### src/hdl/ksp_pkg.sv
// Purpose: shared constants and carriers for the key-scan and sense ports
// Assumes: classic wishbone, 32-bit data, byte addresses
// Notes: control register layout and offsets are fixed here
`default_nettype none
package ksp_pkg;
  localparam logic [3:0] KSP_OFF_SCAN    = 4'h0;
  localparam logic [3:0] KSP_OFF_STATUS  = 4'h4;
  localparam logic [3:0] KSP_OFF_CTRL    = 4'h8;
  localparam logic [7:0] KSP_SCAN_RESET  = 8'hff;
  localparam logic [7:0] KSP_CTRL_RESET  = 8'h26;
  localparam int KSP_B_S0_MODE   = 0;
  localparam int KSP_B_SCAN_OUT  = 1;
  localparam int KSP_B_IND_OUT   = 2;
  localparam int KSP_B_WAKE_EN   = 3;
  localparam int KSP_B_S01_PD    = 4;
  localparam int KSP_B_KEY_PD    = 5;
  localparam int KSP_B_S3_PD     = 6;
  localparam int KSP_B_S3_MODE   = 7;
  localparam int KSP_B_ST_S3     = 0;
  localparam int KSP_B_ST_WAKE   = 1;
  localparam int KSP_B_ST_S0     = 2;
  localparam int KSP_B_ST_IND    = 3;
  localparam int KSP_B_ST_KEY    = 4;

  typedef struct packed {
    logic [3:0] key;
    logic       first_sense;
    logic       indicator;
    logic       wake;
    logic       second_sense;
  } ksp_pins_type;

  typedef struct packed {
    logic [3:0] key;
    logic       first_sense;
    logic       indicator;
    logic       wake;
    logic       second_sense;
  } ksp_pulls_type;
endpackage : ksp_pkg
`default_nettype wire

### src/hdl/ksp_status_mux.sv
// Purpose: assembles the read-only pin status byte
// Assumes: pin inputs already synchronous
// Notes: purely combinational
`default_nettype none
module ksp_status_mux
  import ksp_pkg::*;
#(
  parameter bit HAS_SECOND_SENSE = 1'b1
) (
  input  wire ksp_pins_type pins_i,
  input  wire logic [7:0]   ctrl_i,
  output logic [7:0]        status_o
);
  wire s0_bit = ctrl_i[KSP_B_S0_MODE] ? pins_i.first_sense : 1'b1;
  wire s3_bit = !HAS_SECOND_SENSE ? 1'b1 :
                (ctrl_i[KSP_B_S3_MODE] ? pins_i.second_sense : 1'b0);
  // indicator is read from the pin in both directions
  assign status_o = {pins_i.key, pins_i.indicator, s0_bit,
                     pins_i.wake, s3_bit};
endmodule : ksp_status_mux
`default_nettype wire

### src/hdl/ksp_ports.sv
// Purpose: key-scan port, key input port and sense pins with register access
// Assumes: 100 MHz ref_clk_i, classic wishbone slave, pins synchronous
// Notes: control register sits at its own offset; ack after one cycle
//
// Contract
// 8-bit key-scan port direction from control bit 1.
// scan read gives pins in input mode, latch in output mode.
// scan write always updates the latch, any direction.
// reset: scan port output mode, latch all ones.
// scan pull-downs only active in input mode.
// 4-bit key input levels read in status bits 7 to 4.
// key pull-downs together by control bit 5, on after reset.
// first sense enabled by bit 0; off reads one; reset off.
// bit 4 pulls first sense and indicator, only as inputs.
// indicator direction by bit 2; its level always readable.
// indicator output drops pull-down and shows timer display signal.
// reset: indicator in output mode driving high.
// bit 3 enables wake input as stop release, with pull-down.
// wake disabled: readable, no pull-down, never ends stop.
// reset: wake input with wake disabled, floating.
// second sense enabled by bit 7, pull-down by bit 6.
// second sense off floats and reads zero; reset off.
// without second sense, status bit 0 reads one.
// status register read-only: keys, indicator, sense, wake bits.
// outside circuit holds a key input low at power-on release.
// control resets to 0x26, other bits cleared.
// writes to status register are ignored.
`default_nettype none
module ksp_ports
  import ksp_pkg::*;
#(
  parameter bit HAS_SECOND_SENSE = 1'b1,
  parameter int SCAN_WIDTH       = 8
) (
  input  wire logic                  ref_clk_i,
  input  wire logic                  nrst_i,
  // wishbone
  input  wire logic                  cyc_i,
  input  wire logic                  stb_i,
  input  wire logic                  we_i,
  input  wire logic [3:0]            adr_i,
  input  wire logic [3:0]            sel_i,
  input  wire logic [31:0]           dat_i,
  output logic [31:0]                dat_o,
  output logic                       ack_o,
  // pins
  input  wire logic [SCAN_WIDTH-1:0] scan_in_i,
  output logic [SCAN_WIDTH-1:0]      scan_out_o,
  output logic [SCAN_WIDTH-1:0]      scan_oe_o,
  output logic [SCAN_WIDTH-1:0]      scan_pd_o,
  input  wire ksp_pins_type          pins_i,
  output ksp_pulls_type              pulls_o,
  input  wire logic                  tx_display_i,
  output logic                       indicator_out_o,
  output logic                       indicator_oe_o,
  output logic                       first_sense_in_en_o,
  output logic                       second_sense_in_en_o,
  input  wire logic                  wake_condition_i,
  output logic                       stop_release_o
);
  // register bytes and the latch are one byte wide; other widths are not served
  if (SCAN_WIDTH != 8) begin : g_bad_width
    $error("scan port must be 8 bits");
  end

  logic [7:0] scan_latch;
  logic [7:0] ctrl;
  logic       ack;
  logic [7:0] rd_byte;
  logic [7:0] status;

  wire req      = cyc_i && stb_i && !ack;
  wire wr_lane0 = req && we_i && sel_i[0];
  wire hit_scan = adr_i == KSP_OFF_SCAN;
  wire hit_stat = adr_i == KSP_OFF_STATUS;
  wire hit_ctrl = adr_i == KSP_OFF_CTRL;
  wire scan_out = ctrl[KSP_B_SCAN_OUT];
  wire ind_out  = ctrl[KSP_B_IND_OUT];
  wire wake_en  = ctrl[KSP_B_WAKE_EN];
  wire s0_in    = ctrl[KSP_B_S0_MODE];
  wire s3_in    = HAS_SECOND_SENSE && ctrl[KSP_B_S3_MODE];

  // status write is dropped: no decode term for it
  wire wr_scan = wr_lane0 && hit_scan;
  wire wr_ctrl = wr_lane0 && hit_ctrl;
  // without the second sense pin its control bits stay zero
  wire [7:0] ctrl_wmask = HAS_SECOND_SENSE ? 8'hff : 8'h3f;

  ksp_status_mux #(
    .HAS_SECOND_SENSE(HAS_SECOND_SENSE)
  ) u_status (
    .pins_i  (pins_i),
    .ctrl_i  (ctrl),
    .status_o(status)
  );

  wire [7:0] scan_rd = scan_out ? scan_latch : scan_in_i;
  assign rd_byte = hit_scan ? scan_rd :
                   hit_stat ? status :
                   hit_ctrl ? ctrl : 8'h00;

  always_ff @(posedge ref_clk_i or negedge nrst_i) begin
    if (!nrst_i) begin
      scan_latch <= KSP_SCAN_RESET;
      ctrl       <= KSP_CTRL_RESET;
    end else begin
      if (wr_scan) scan_latch <= dat_i[7:0];
      if (wr_ctrl) ctrl <= dat_i[7:0] & ctrl_wmask;
    end
  end

  always_ff @(posedge ref_clk_i or negedge nrst_i) begin
    if (!nrst_i) begin
      ack   <= 1'b0;
      dat_o <= 32'h0000_0000;
    end else begin
      ack <= req;
      if (req && !we_i) dat_o <= {24'h00_0000, rd_byte};
    end
  end
  assign ack_o = ack;

  // pin drive and pulls
  assign scan_oe_o  = {SCAN_WIDTH{scan_out}};
  assign scan_out_o = scan_latch;
  assign scan_pd_o  = {SCAN_WIDTH{!scan_out}};
  assign indicator_oe_o  = ind_out;
  // timer display drives the pin; idle high so reset shows a high level
  assign indicator_out_o = tx_display_i;
  assign first_sense_in_en_o  = s0_in;
  assign second_sense_in_en_o = s3_in;
  assign pulls_o.key          = {4{ctrl[KSP_B_KEY_PD]}};
  assign pulls_o.first_sense  = ctrl[KSP_B_S01_PD] && s0_in;
  assign pulls_o.indicator    = ctrl[KSP_B_S01_PD] && !ind_out;
  assign pulls_o.wake         = wake_en;
  assign pulls_o.second_sense = s3_in && ctrl[KSP_B_S3_PD];
  // wake condition only counts while enabled
  assign stop_release_o = wake_en && wake_condition_i;

  a_scan_reset: assert property (@(posedge ref_clk_i) $rose(nrst_i) |->
    scan_oe_o == 8'hff && scan_out_o == 8'hff) else $error("scan reset wrong");
  a_scan_read: assert property (@(posedge ref_clk_i) disable iff (!nrst_i)
    req && !we_i && hit_scan && !scan_out |=> dat_o[7:0] == $past(scan_in_i))
    else $error("scan input read wrong");
  a_scan_write: assert property (@(posedge ref_clk_i) disable iff (!nrst_i)
    wr_scan |=> scan_latch == $past(dat_i[7:0])) else $error("latch not written");
  a_scan_pull: assert property (@(posedge ref_clk_i) disable iff (!nrst_i)
    !(scan_pd_o[0] && scan_oe_o[0])) else $error("pull while driving");
  a_status_ro: assert property (@(posedge ref_clk_i) disable iff (!nrst_i)
    req && we_i && hit_stat |=> $stable(ctrl) && $stable(scan_latch))
    else $error("status write had effect");
  a_s0_off_one: assert property (@(posedge ref_clk_i) disable iff (!nrst_i)
    !s0_in |-> status[KSP_B_ST_S0] && !pulls_o.first_sense)
    else $error("first sense off wrong");
  a_ind_pull: assert property (@(posedge ref_clk_i) disable iff (!nrst_i)
    indicator_oe_o |-> !pulls_o.indicator) else $error("indicator pull on output");
  a_wake_gate: assert property (@(posedge ref_clk_i) disable iff (!nrst_i)
    stop_release_o |-> wake_en && pulls_o.wake) else $error("wake not gated");
  a_s3_off_zero: assert property (@(posedge ref_clk_i) disable iff (!nrst_i)
    HAS_SECOND_SENSE && !ctrl[KSP_B_S3_MODE] |-> !status[KSP_B_ST_S3])
    else $error("second sense off not zero");
  a_ctrl_reset: assert property (@(posedge ref_clk_i) $rose(nrst_i) |->
    ctrl == 8'h26 && pulls_o.key == 4'hf) else $error("control reset wrong");
endmodule : ksp_ports
`default_nettype wire

### config.mk
export PLATFORM = sky130hd
export DESIGN_NAME = ksp_ports
export DESIGN_NICKNAME = d
export VERILOG_FILES = /design/src/hdl/ksp_pkg.sv /design/src/hdl/ksp_status_mux.sv /design/src/hdl/ksp_ports.sv
export SDC_FILE = /design/constraint.sdc
export NUM_CORES = 1
export LEC_CHECK = 0
export BUFFER_PORTS_ARGS = -buffer_cell sky130_fd_sc_hd__buf_2
export CORE_MARGIN = 1.5
export CORE_UTILIZATION = 42
export DETAILED_ROUTE_END_ITERATION = 10
export GPL_ROUTABILITY_DRIVEN = 0
export GPL_TIMING_DRIVEN = 0
export PLACE_DENSITY = 0.86
export SETUP_SLACK_MARGIN = 0.02
export SLEW_MARGIN = 0
export SYNTH_ARGS = -nofsm -noshare
export SYNTH_HDL_FRONTEND = slang
export SYNTH_SLANG_ARGS = --single-unit
### constraint.sdc
create_clock -name ref_clk_i -period 2.6 [get_ports ref_clk_i]
set_input_delay 0.39 -clock ref_clk_i [delete_from_list [all_inputs] [get_ports ref_clk_i]]
set_output_delay 0.39 -clock ref_clk_i [all_outputs]
set_load 0.1 [all_outputs]
# [After elaboration in Yosys (flattened, before gate mapping)]
# Index checks and enable logic that the tools add are counted.
[word_totals] reg_bits=25 inputBits=63 out_inout_bits=70 elab_cells=28
[op_classes] eq_ne=2 muxes=6 reduce_logical=16
[ops] op="$mux 8" n=4
[ops] op="$logic_and 1x1->1" n=11
[ops] op="$eq 4x3->1 const B" n=1
[ops] op="$eq 4x4->1 const B" n=1
[ops] op="$logic_not 1->1" n=4
[ops] op="$logic_not 4->1" n=1
[ops] op="$mux 1" n=2

# [Depth between registers and ports, before layout]
# Gate-level depths: netlist (run 1).
[depth] word_depth=5 mapped_depth=4 ltp_nobuf=3

# [Modules after synthesis]
# From an unflattened synthesis (run 1), not the netlist that was laid out.
[hier_totals] cells_unflattened=157 area_unflattened_um2=1720.4
[modules_own_cells] mod="ksp_ports" instances=1 cells_per_inst=147 area_per_inst_um2=1647.8 seq_area_each_um2=639.4
[modules_own_cells] mod="ksp_status_mux" instances=1 cells_per_inst=10 area_per_inst_um2=72.6 seq_area_each_um2=0.0

# [Least setup slack after synthesis (run 1)]
# OpenSTA, ideal clock, no wires.
[synth_path] path_kind="register to output" start="reg ctrl[1]" end="out scan_pd_o[1]" t_arrival_ns=1.976 required_ns=2.210 slack_ns=0.234 stages_incl_launch_ff=4 path_buffers=2 path_cell_list="dfstp_2 > clkbuf_1 > inv_1 > buf_4"
[synth_via] elab_chain_len=1
[synth_rtl] element="from (decl)" line="ksp_ports.sv:67" source="logic [7:0] ctrl;"
[synth_rtl] element="from (signal assigned)" line="ksp_ports.sv:108" source="if (wr_ctrl) ctrl <= dat_i[7:0] & ctrl_wmask;"
[synth_rtl] element="$logic_not 1->1" line="ksp_ports.sv:126" source="assign scan_pd_o = {SCAN_WIDTH{!scan_out}};"
[synth_rtl] element="to (decl)" line="ksp_ports.sv:50" source="output logic [SCAN_WIDTH-1:0] scan_pd_o,"
# Every way passes these cells.

# [Final worst setup path (run 1)]
# Same ends and word-level chain as after synthesis.

==> reports/qor.csv, run 1 <==
stage,metric,value,unit
run_status,status,"complete, no violations",
timing,Fin Hold WS,0.102,ns
timing,max_slew headroom,48.7,%
clocking,# clock sinks,25,
timing,Setup TNS,0,ns
power,Clock Power Share,16.2,%
clocking,CTS tree,done,
worst_setup_path,worst path arrival time,1.80,ns
power,sw power,756,uW
worst_hold_path,Min-Delay Path Class,in2async,
timing,Final Cycle Share,84.2,%
worst_setup_path,CP required,2.21,ns
timing,Max Freq,0.457,GHz
route,Vias/cell,4.51,
final_layout,# diodes,0,
power,Pint,682,uW
route,Final ANT Viol Nets,0,
timing,Final Hold Fails,0,
timing,Worst Skew,0.00344,ns
worst_setup_path,crit-path max FO,19,
route,Post-Route WL,3740,um
final_layout,post-route cell area,0.00223,mm2
power,Reg power frac,31.7,%
logic_synthesis,syn_area_per_cell,10.9,um2
logic_synthesis,warnings from Yosys,0,
final_layout,"commonest cells after routing, fill and taps aside","buf_2 (80), buf_4 (45), conb_1 (24)",
clocking,"Clk Latency, worst-skew pair",0.27,ns
global_route,grt ovf,0,
floorplan,Core Box Area,0.00372,mm2
floorplan,Site Rows,22,
logic_synthesis,Synth cell types,28,
clocking,Max Root-Sink Buffers,2,
clocking,Num CTS Buffers,3,
route,Routed WL per cell,12.3,um
place,DP HPWL,2830,um
global_route,vias in the first global route,1237,
worst_setup_path,Worst Setup End Kind,output pin,
timing,fin. max-slew vios,0,
clocking,Hold Buf Count CTS,0,
logic_synthesis,Post-Synthesis Cell Area,0.00165,mm2
global_route,antenna violations before repair,0,
timing,Tmin final,2.19,ns
worst_setup_path,critical path class,reg2out,
timing,Final setup viols,0,
power,VDD IR-drop max,404,uV
floorplan,die area,0.00430,mm2
final_layout,fraction of layout cells with a size suffix above 1,61.9,%
power,Comb pwr share,52.1,%
clocking,root buffer cell,clkbuf_8,
clocking,post-CTS setup buffer count,0,
clocking,post-CTS sizing,0,
final_layout,fin util,60.1,%
power,P per Cell Area,644,mW/mm2
route,DRC Markers,0,
floorplan,die width,65.6,um
floorplan,Ports,133,
worst_setup_path,element type at the critical path start,flip-flop,
floorplan,Die H,65.6,um
route,drt first pass iters,4,
timing,RSZ-0062 raised after global routing,no,
flow_run,max-cap violations,0,
final_layout,area delta synth->final,35.7,%
logic_synthesis,Syn Inst Count,151,
logic_synthesis,synthesized flop and latch total,25,
route,routed via count,1375,
timing,worst slew pin tran,0.763,ns
clocking,"Clk pin slew, worst setup/hold paths",0.09,ns
global_route,gr usage total,17.6,%
floorplan,Initial Utilization,44.3,%
clocking,H-tree Lvls,1,
place,Port Buffers,80,
logic_synthesis,register area share after synthesis,38.9,%
global_route,global-route wire length before repair,5800,um
route,DRT iter0 DRCs,23,
final_layout,Nets,321,
final_layout,"commonest non-fill, non-tap cell in the layout",buf_2,
global_route,largest net degree at the start of global routing,26,
place,placed cell areas,0.00219,mm2
power,sw frac,52.6,%
power,P_leak,0.00123,uW
==> critical path, cell delays in order (launching register included) <==
cell	delay, ns
dfstp_2	0.82
inv_1	0.24
buf_4	0.18
buf_2	0.28
==> synthesized netlist by cell type, drive strengths merged <==
library cell | instances | area, um2
a2111oi | 1 | 8.76
a211oi | 1 | 7.51
a21oi | 1 | 5.00
a221oi | 5 | 43.8
a22o | 6 | 52.6
a32o | 2 | 20.0
a32oi | 1 | 8.76
and2 | 4 | 25.0
buf | 45 | 338
clkbuf | 4 | 15.0
conb | 1 | 3.75
dfrtp | 14 | 350
dfstp | 11 | 289
inv | 2 | 7.51
mux2 | 16 | 180
mux2i | 7 | 70.1
nand2 | 2 | 7.51
nand2b | 9 | 56.3
nand3b | 1 | 7.51
nand4bb | 1 | 11.3
nor2b | 7 | 43.8
nor3 | 5 | 47.5
nor4 | 1 | 12.5
o21ai | 1 | 5.00
o31ai | 1 | 7.51
or4 | 1 | 11.3
or4b | 1 | 10.0
==> power groups by stage <==
| stage | registers [uW] | clock network [uW] | logic (uW) |
|---|---|---|---|
| after floorplan | 628 | 0 | 484 |
| after global routing | 462 | 255 | 774 |
| after CTS | 456 | 239 | 751 |
| after detailed placement | 458 | 0 | 756 |
| after global placement | 456 | 0 | 752 |
| final | 456 | 233 | 749 |
==> through the flow <==
| stage | total power (uW) | setup slack, ns | std cells |
|---|---|---|---|
| after floorplan | 1110 | 0.234 | 174 |
| after global placement | 1210 | 0.264 | 302 |
| after detailed placement | 1210 | 0.243 | 302 |
| after CTS | 1450 | 0.385 | 305 |
| after global routing | 1490 | 0.294 | 305 |
| final | 1440 | 0.411 | 305 |
==> final cells by class <==
class	instances	area, um2
multi-input cells	98	732
inverters	2	7.51
clock buffers	4	45.0
plain buffers	48	349
flip-flops and latches	25	639
fillers	337	1480
repair buffers	80	400
well taps	48	60.1
==> cells by family after synthesis <==
kind of cell	after synthesis	synth area share [%]
and+or+nand+nor	32	14.1
buffers and inverters	51	21.9
AOI/OAI and AO/OA	19	9.66
other	1	0.228
DFF	25	38.9
muxes	23	15.2
==> final timing paths <==
kind	cells past startpoint	slack [ns]	startpoint	end
worst max-delay path	3	0.41	ctrl[1]	scan_pd_o[1]
worst min-delay path	1	0.10	nrst_i	dat_o[7]
worst max register to register	3	0.88	ctrl[1]	dat_o[1]
worst min register to register	1	0.51	dat_o[1]	dat_o[1]
max in group asynchronous	1	2.12	nrst_i	ctrl[5]
min in group ref_clk_i	2	0.36	dat_i[0]	ctrl[0]
==> sequential cells by signal, indices dropped and copies added (netlist names) <==
signal	cells
scan_out_o	8
ctrl	8
dat_o	8
ack_o	1
==> metal layers <==
metal,up-vias,track usage [%],part of all wire (%)
met4,0,5.47,0.96
met1,621,22.0,43
met5,-,0,0
met2,73,31.3,48
li1,676,-,-
met3,5,2.40,8.1
Note: power is estimated with default switching activity, not from simulation.
==> run 2, diff against run 1 <==
--- a/config.mk
+++ b/config.mk
@@ -7,11 +7,11 @@
 export LEC_CHECK = 0
 export BUFFER_PORTS_ARGS = -buffer_cell sky130_fd_sc_hd__buf_2
 export CORE_MARGIN = 1.5
-export CORE_UTILIZATION = 42
+export CORE_UTILIZATION = 35
 export DETAILED_ROUTE_END_ITERATION = 10
 export GPL_ROUTABILITY_DRIVEN = 0
 export GPL_TIMING_DRIVEN = 0
-export PLACE_DENSITY = 0.86
+export PLACE_DENSITY = 0.76
 export SETUP_SLACK_MARGIN = 0.02
 export SLEW_MARGIN = 0
 export SYNTH_ARGS = -nofsm -noshare
==> constraint.sdc (replaced) <==
create_clock -name ref_clk_i -period 2 [get_ports ref_clk_i]
set_input_delay 0.3 -clock ref_clk_i [delete_from_list [all_inputs] [get_ports ref_clk_i]]
set_output_delay 0.3 -clock ref_clk_i [all_outputs]
set_load 0.1 [all_outputs]
==> run 2 against run 1 <==
Effect of this change: the run now ends with DRC left; clock power is 29% higher; utilization is 7.3 points lower; final cell count is 2.6% higher; design area is 5.0% higher; total power is 32% higher; highest routed layer unchanged; sequential power is 28% higher; critical endpoint unchanged.
==> reports/qor.csv, run 2 (synthesis gave the netlist of run 1 again) <==
stage,metric,value,unit
worst_setup_path,element type at the critical path start,flip-flop,
route,routed via count,1408,
floorplan,Die H,71.6,um
floorplan,Core Box Area,0.00444,mm2
global_route,gr usage total,15.6,%
timing,RSZ-0062 raised after global routing,no,
final_layout,fin util,52.8,%
clocking,H-tree Lvls,1,
clocking,"Clk pin slew, worst setup/hold paths",0.09,ns
final_layout,post-route cell area,0.00234,mm2
clocking,Num CTS Buffers,3,
floorplan,Initial Utilization,37.0,%
clocking,Max Root-Sink Buffers,2,
worst_setup_path,worst path arrival time,1.56,ns
final_layout,area delta synth->final,42.5,%
route,Final ANT Viol Nets,0,
worst_setup_path,reg2reg path depth,3,
worst_setup_path,Worst Setup End Kind,output pin,
timing,max_slew headroom,48.3,%
worst_setup_path,CP required,1.70,ns
final_layout,"commonest non-fill, non-tap cell in the layout",buf_2,
global_route,grt ovf,0,
run_status,status,finished with violations,
timing,Max Freq,0.537,GHz
floorplan,die area,0.00512,mm2
clocking,CTS tree,done,
flow_run,max-cap violations,0,
timing,fin. max-slew vios,0,
final_layout,Nets,325,
route,Vias/cell,4.50,
place,DP HPWL,3050,um
clocking,root buffer cell,clkbuf_8,
clocking,"Clk Latency, worst-skew pair",0.27,ns
global_route,antenna violations before repair,0,
timing,Final Cycle Share,93.2,%
power,P_leak,0.00127,uW
worst_setup_path,critical path class,reg2out,
floorplan,die width,71.6,um
global_route,largest net degree at the start of global routing,26,
timing,Final setup viols,0,
global_route,vias in the first global route,1318,
floorplan,Site Rows,24,
route,drt first pass iters,10,
route,DRT iter0 DRCs,31,
place,placed cell areas,0.00225,mm2
worst_setup_path,Reg2Reg Setup Slack,0.28,ns
run_status,failing checks,DRC,
route,DRC Markers,9,
clocking,# clock sinks,25,
place,Port Buffers,80,
route,Routed WL per cell,12.8,um
timing,Setup TNS,0,ns
timing,Fin Hold WS,0.0132,ns
timing,Worst Skew,0.00318,ns
floorplan,Ports,133,
power,VDD IR-drop max,610,uV
worst_setup_path,crit-path max FO,11,
final_layout,fraction of layout cells with a size suffix above 1,64.4,%
route,Post-Route WL,3990,um
clocking,Hold Buf Count CTS,0,
worst_hold_path,Min-Delay Path Class,in2async,
timing,worst slew pin tran,0.769,ns
power,P per Cell Area,812,mW/mm2
final_layout,# diodes,0,
timing,Final Hold Fails,0,
global_route,global-route wire length before repair,6310,um
final_layout,"commonest cells after routing, fill and taps aside","buf_2 (73), buf_4 (48), conb_1 (24)",
timing,Tmin final,1.86,ns
[run 2: critical path: stages (launching register included)]
cell,delay (ns)
dfstp_2,0.56
clkbuf_16,0.18
clkinvlp_4,0.17
buf_4,0.17
buf_4,0.22
[run 2: worst paths after layout]
| kind | start | end |
|---|---|---|
| worst max-delay path | ctrl[1] | scan_pd_o[1] |
| worst min-delay path | nrst_i | ctrl[0] |
| worst max register to register | ack_o | ctrl[7] |
| worst min register to register | dat_o[1] | dat_o[1] |
| max in group asynchronous | nrst_i | ack_o |
| min in group ref_clk_i | dat_i[5] | scan_out_o[5] |
[run 2: final cells by class]
type,instances,area [um2]
fill,421,2100
multi-input combinational,98,737
sequential,25,641
timing repair buffer,82,433
buffer,49,405
tap,52,65.1
clock buffer,4,45.0
inverter,2,11.3
timing repair inverter,1,7.51
[run 2: where the power goes]
part	total [uW]	switching, uW	internal, uW
clock network	301	159	142
logic	1020	803	214
registers	585	29.8	556
total	1900	991	912
[run 2: metal layers]
layer / vias to the layer above / track usage [%] / part of all wire (%)
met5: - / 0 / 0
met4: 0 / 1.47 / 0.20
met3: 2 / 4.22 / 9.2
met2: 74 / 27.7 / 50
met1: 642 / 19.7 / 41
li1: 690 / - / -
[run 2: per-stage QoR]
| step | std cells | worst slack [ns] | total power [uW] |
|---|---|---|---|
| 2_1_floorplan | 174 | -0.0848 | 1460 |
| 3_3_place_gp | 306 | -0.0761 | 1590 |
| 3_5_place_dp | 306 | -0.0698 | 1600 |
| 4_1_cts | 313 | 0.128 | 1910 |
| 5_1_grt | 313 | 0.0882 | 1970 |
| 6_report | 313 | 0.137 | 1900 |
[run 2: timing repair]
| action | CTS | global route |
|---|---|---|
| setup buffers | 2 | 0 |
| resized for setup | 9 | 0 |
| endpoints found under the setup margin | 8 | 0 |
==> run 3, diff against run 2 <==
--- a/config.mk
+++ b/config.mk
@@ -6,6 +6,7 @@
 export NUM_CORES = 1
 export LEC_CHECK = 0
 export BUFFER_PORTS_ARGS = -buffer_cell sky130_fd_sc_hd__buf_2
+export CORE_ASPECT_RATIO = 1.25
 export CORE_MARGIN = 1.5
 export CORE_UTILIZATION = 35
 export DETAILED_ROUTE_END_ITERATION = 10
==> run 3 against run 2 <==
Effect of this change: the run now ends clean; highest routed layer unchanged; count of clock-buffer cells in the layout decreased by 1; largest power group unchanged; design area grew 0.21%; combinational power is essentially flat.
==> reports/qor.csv, run 3 (synthesis gave the netlist of run 1 again) <==
stage,metric,value,unit
floorplan,Die H,79.7,um
floorplan,Ports,133,
route,DRC Markers,0,
timing,Tmin final,1.88,ns
worst_setup_path,crit-path cells,buf_8 -> clkinvlp_2 -> buf_6 -> buf_4,
clocking,# clock sinks,25,
place,placed cell areas,0.00226,mm2
power,P per Cell Area,809,mW/mm2
timing,Final Hold Fails,0,
global_route,gr usage total,15.4,%
timing,Final setup viols,0,
worst_setup_path,element type at the critical path start,flip-flop,
worst_setup_path,reg-to-reg critical path startpoint,ack_o,
worst_setup_path,critical path's top delay family,buffers and inverters,
clocking,root buffer cell,clkbuf_8,
place,dpl cells,312,
final_layout,fraction of layout cells with a size suffix above 1,64.8,%
worst_setup_path,CP required,1.70,ns
route,routed via count,1377,
place,Port Buffers,80,
timing,worst slew pin tran,0.641,ns
worst_setup_path,worst setup path end,scan_pd_o[6],
floorplan,Core Box Area,0.00446,mm2
floorplan,die width,64.3,um
final_layout,"commonest non-fill, non-tap cell in the layout",buf_2,
global_route,global-route wire length before repair,6110,um
worst_setup_path,total stage count of the critical path,4,
worst_setup_path,Reg2Reg Setup Slack,0.25,ns
final_layout,"commonest cells after routing, fill and taps aside","buf_2 (73), buf_4 (48), conb_1 (24)",
clocking,"Clk Latency, worst-skew pair",0.27,ns
global_route,antenna violations before repair,0,
timing,Fin Hold WS,0.0102,ns
final_layout,Nets,325,
worst_hold_path,Min-Delay Path Class,in2async,
worst_setup_path,critical path class,reg2out,
floorplan,Initial Utilization,36.9,%
clocking,CTS tree,done,
route,Vias/cell,4.32,
timing,Max Freq,0.533,GHz
timing,Final Cycle Share,93.8,%
worst_setup_path,worst path arrival time,1.58,ns
clocking,Num CTS Buffers,3,
route,DRT iter0 DRCs,24,
worst_setup_path,crit-path max FO,11,
global_route,grt ovf,0,
power,P_leak,0.00127,uW
floorplan,Site Rows,27,
clocking,H-tree Lvls,1,
route,Routed WL per cell,12.5,um
final_layout,post-route insts no fill,319,
clocking,Hold Buf Count CTS,0,
worst_setup_path,Reg-to-Reg End,ctrl[0],
route,drt first pass iters,4,
floorplan,die area,0.00512,mm2
final_layout,post-route cell area,0.00235,mm2
clocking,"Clk pin slew, worst setup/hold paths",0.09,ns
power,VDD IR-drop max,435,uV
timing,Worst Skew,0.00500,ns
timing,fin. max-slew vios,0,
global_route,largest net degree at the start of global routing,26,
route,Final ANT Viol Nets,0,
route,Post-Route WL,3990,um
worst_setup_path,reg2reg path depth,3,
clocking,Max Root-Sink Buffers,2,
final_layout,# diodes,0,
timing,max_slew headroom,57.0,%
worst_setup_path,Crit path largest cell delay,0.56,ns
worst_setup_path,Worst Setup End Kind,output pin,
flow_run,max-cap violations,0,
final_layout,area delta synth->final,42.8,%
run_status,status,"complete, no violations",
worst_setup_path,Crit-path slowest cell,dfstp_2,
final_layout,fin util,52.7,%
worst_setup_path,Setup crit start,ctrl[1],
worst_setup_path,CP bufs+invs,4,
timing,RSZ-0062 raised after global routing,no,
global_route,vias in the first global route,1285,
place,DP HPWL,3030,um
-- run 3: changes by cell type in the layout (fill, tap and decap cells not counted), sizes merged --
cell / previous run / this run
buf: 127 / 128
clkbuf: 8 / 6
clkinv: 0 / 1
-- run 3: per-stage QoR --
step                      setup slack, ns  TNS [ns]  total power [uW]
after floorplan                   -0.0848    -0.228              1460
after global placement             -0.136    -0.136              1590
after detailed placement           -0.110    -0.110              1600
after CTS                          0.0694         0              1920
after global routing               0.0478         0              1970
final                               0.124         0              1900
-- run 3: power by group --
group | internal, uW | switching (uW)
clock network | 139 | 164
logic | 212 | 804
registers | 555 | 27.2
-- run 3: metal layers --
layer	vias to the layer above	global-route usage (%)	wire, um
met3	2	2.12	200
met1	640	18.8	1610
li1	688	-	-
met4	0	4.04	19
met5	-	0	0
met2	47	28.3	2160
-- run 3: how the worst min path moves through the flow --
| stage | startpoint | end | depth (start not counted) |
|---|---|---|---|
| after floorplan | nrst_i | ack_o | 0 |
| after global placement | nrst_i | ctrl[6] | 1 |
| after detailed placement | nrst_i | ctrl[3] | 1 |
| after CTS | nrst_i | ctrl[6] | 1 |
| after global routing | nrst_i | ctrl[3] | 1 |
| final | nrst_i | ctrl[6] | 1 |
-- run 3: layout make-up --
class                           instances  area, um2
Buffer                                 49        395
Timing Repair inverter                  1       5.00
Inverter                                2       11.3
Timing Repair Buffer                   82        433
Sequential cell                        25        641
Clock inverter                          1       5.00
Tap cell                               58       72.6
Clock buffer                            3       41.3
Multi-Input combinational cell         98        746
Fill cell                             431       2110
-- run 3: repair_timing --
item / in CTS / in global routing
endpoints found under the setup margin: 8 / 2
gates cloned: 1 / 0
setup buffers: 2 / 0
resized for setup: 7 / 2
hold endpoints to repair: 0 / 0
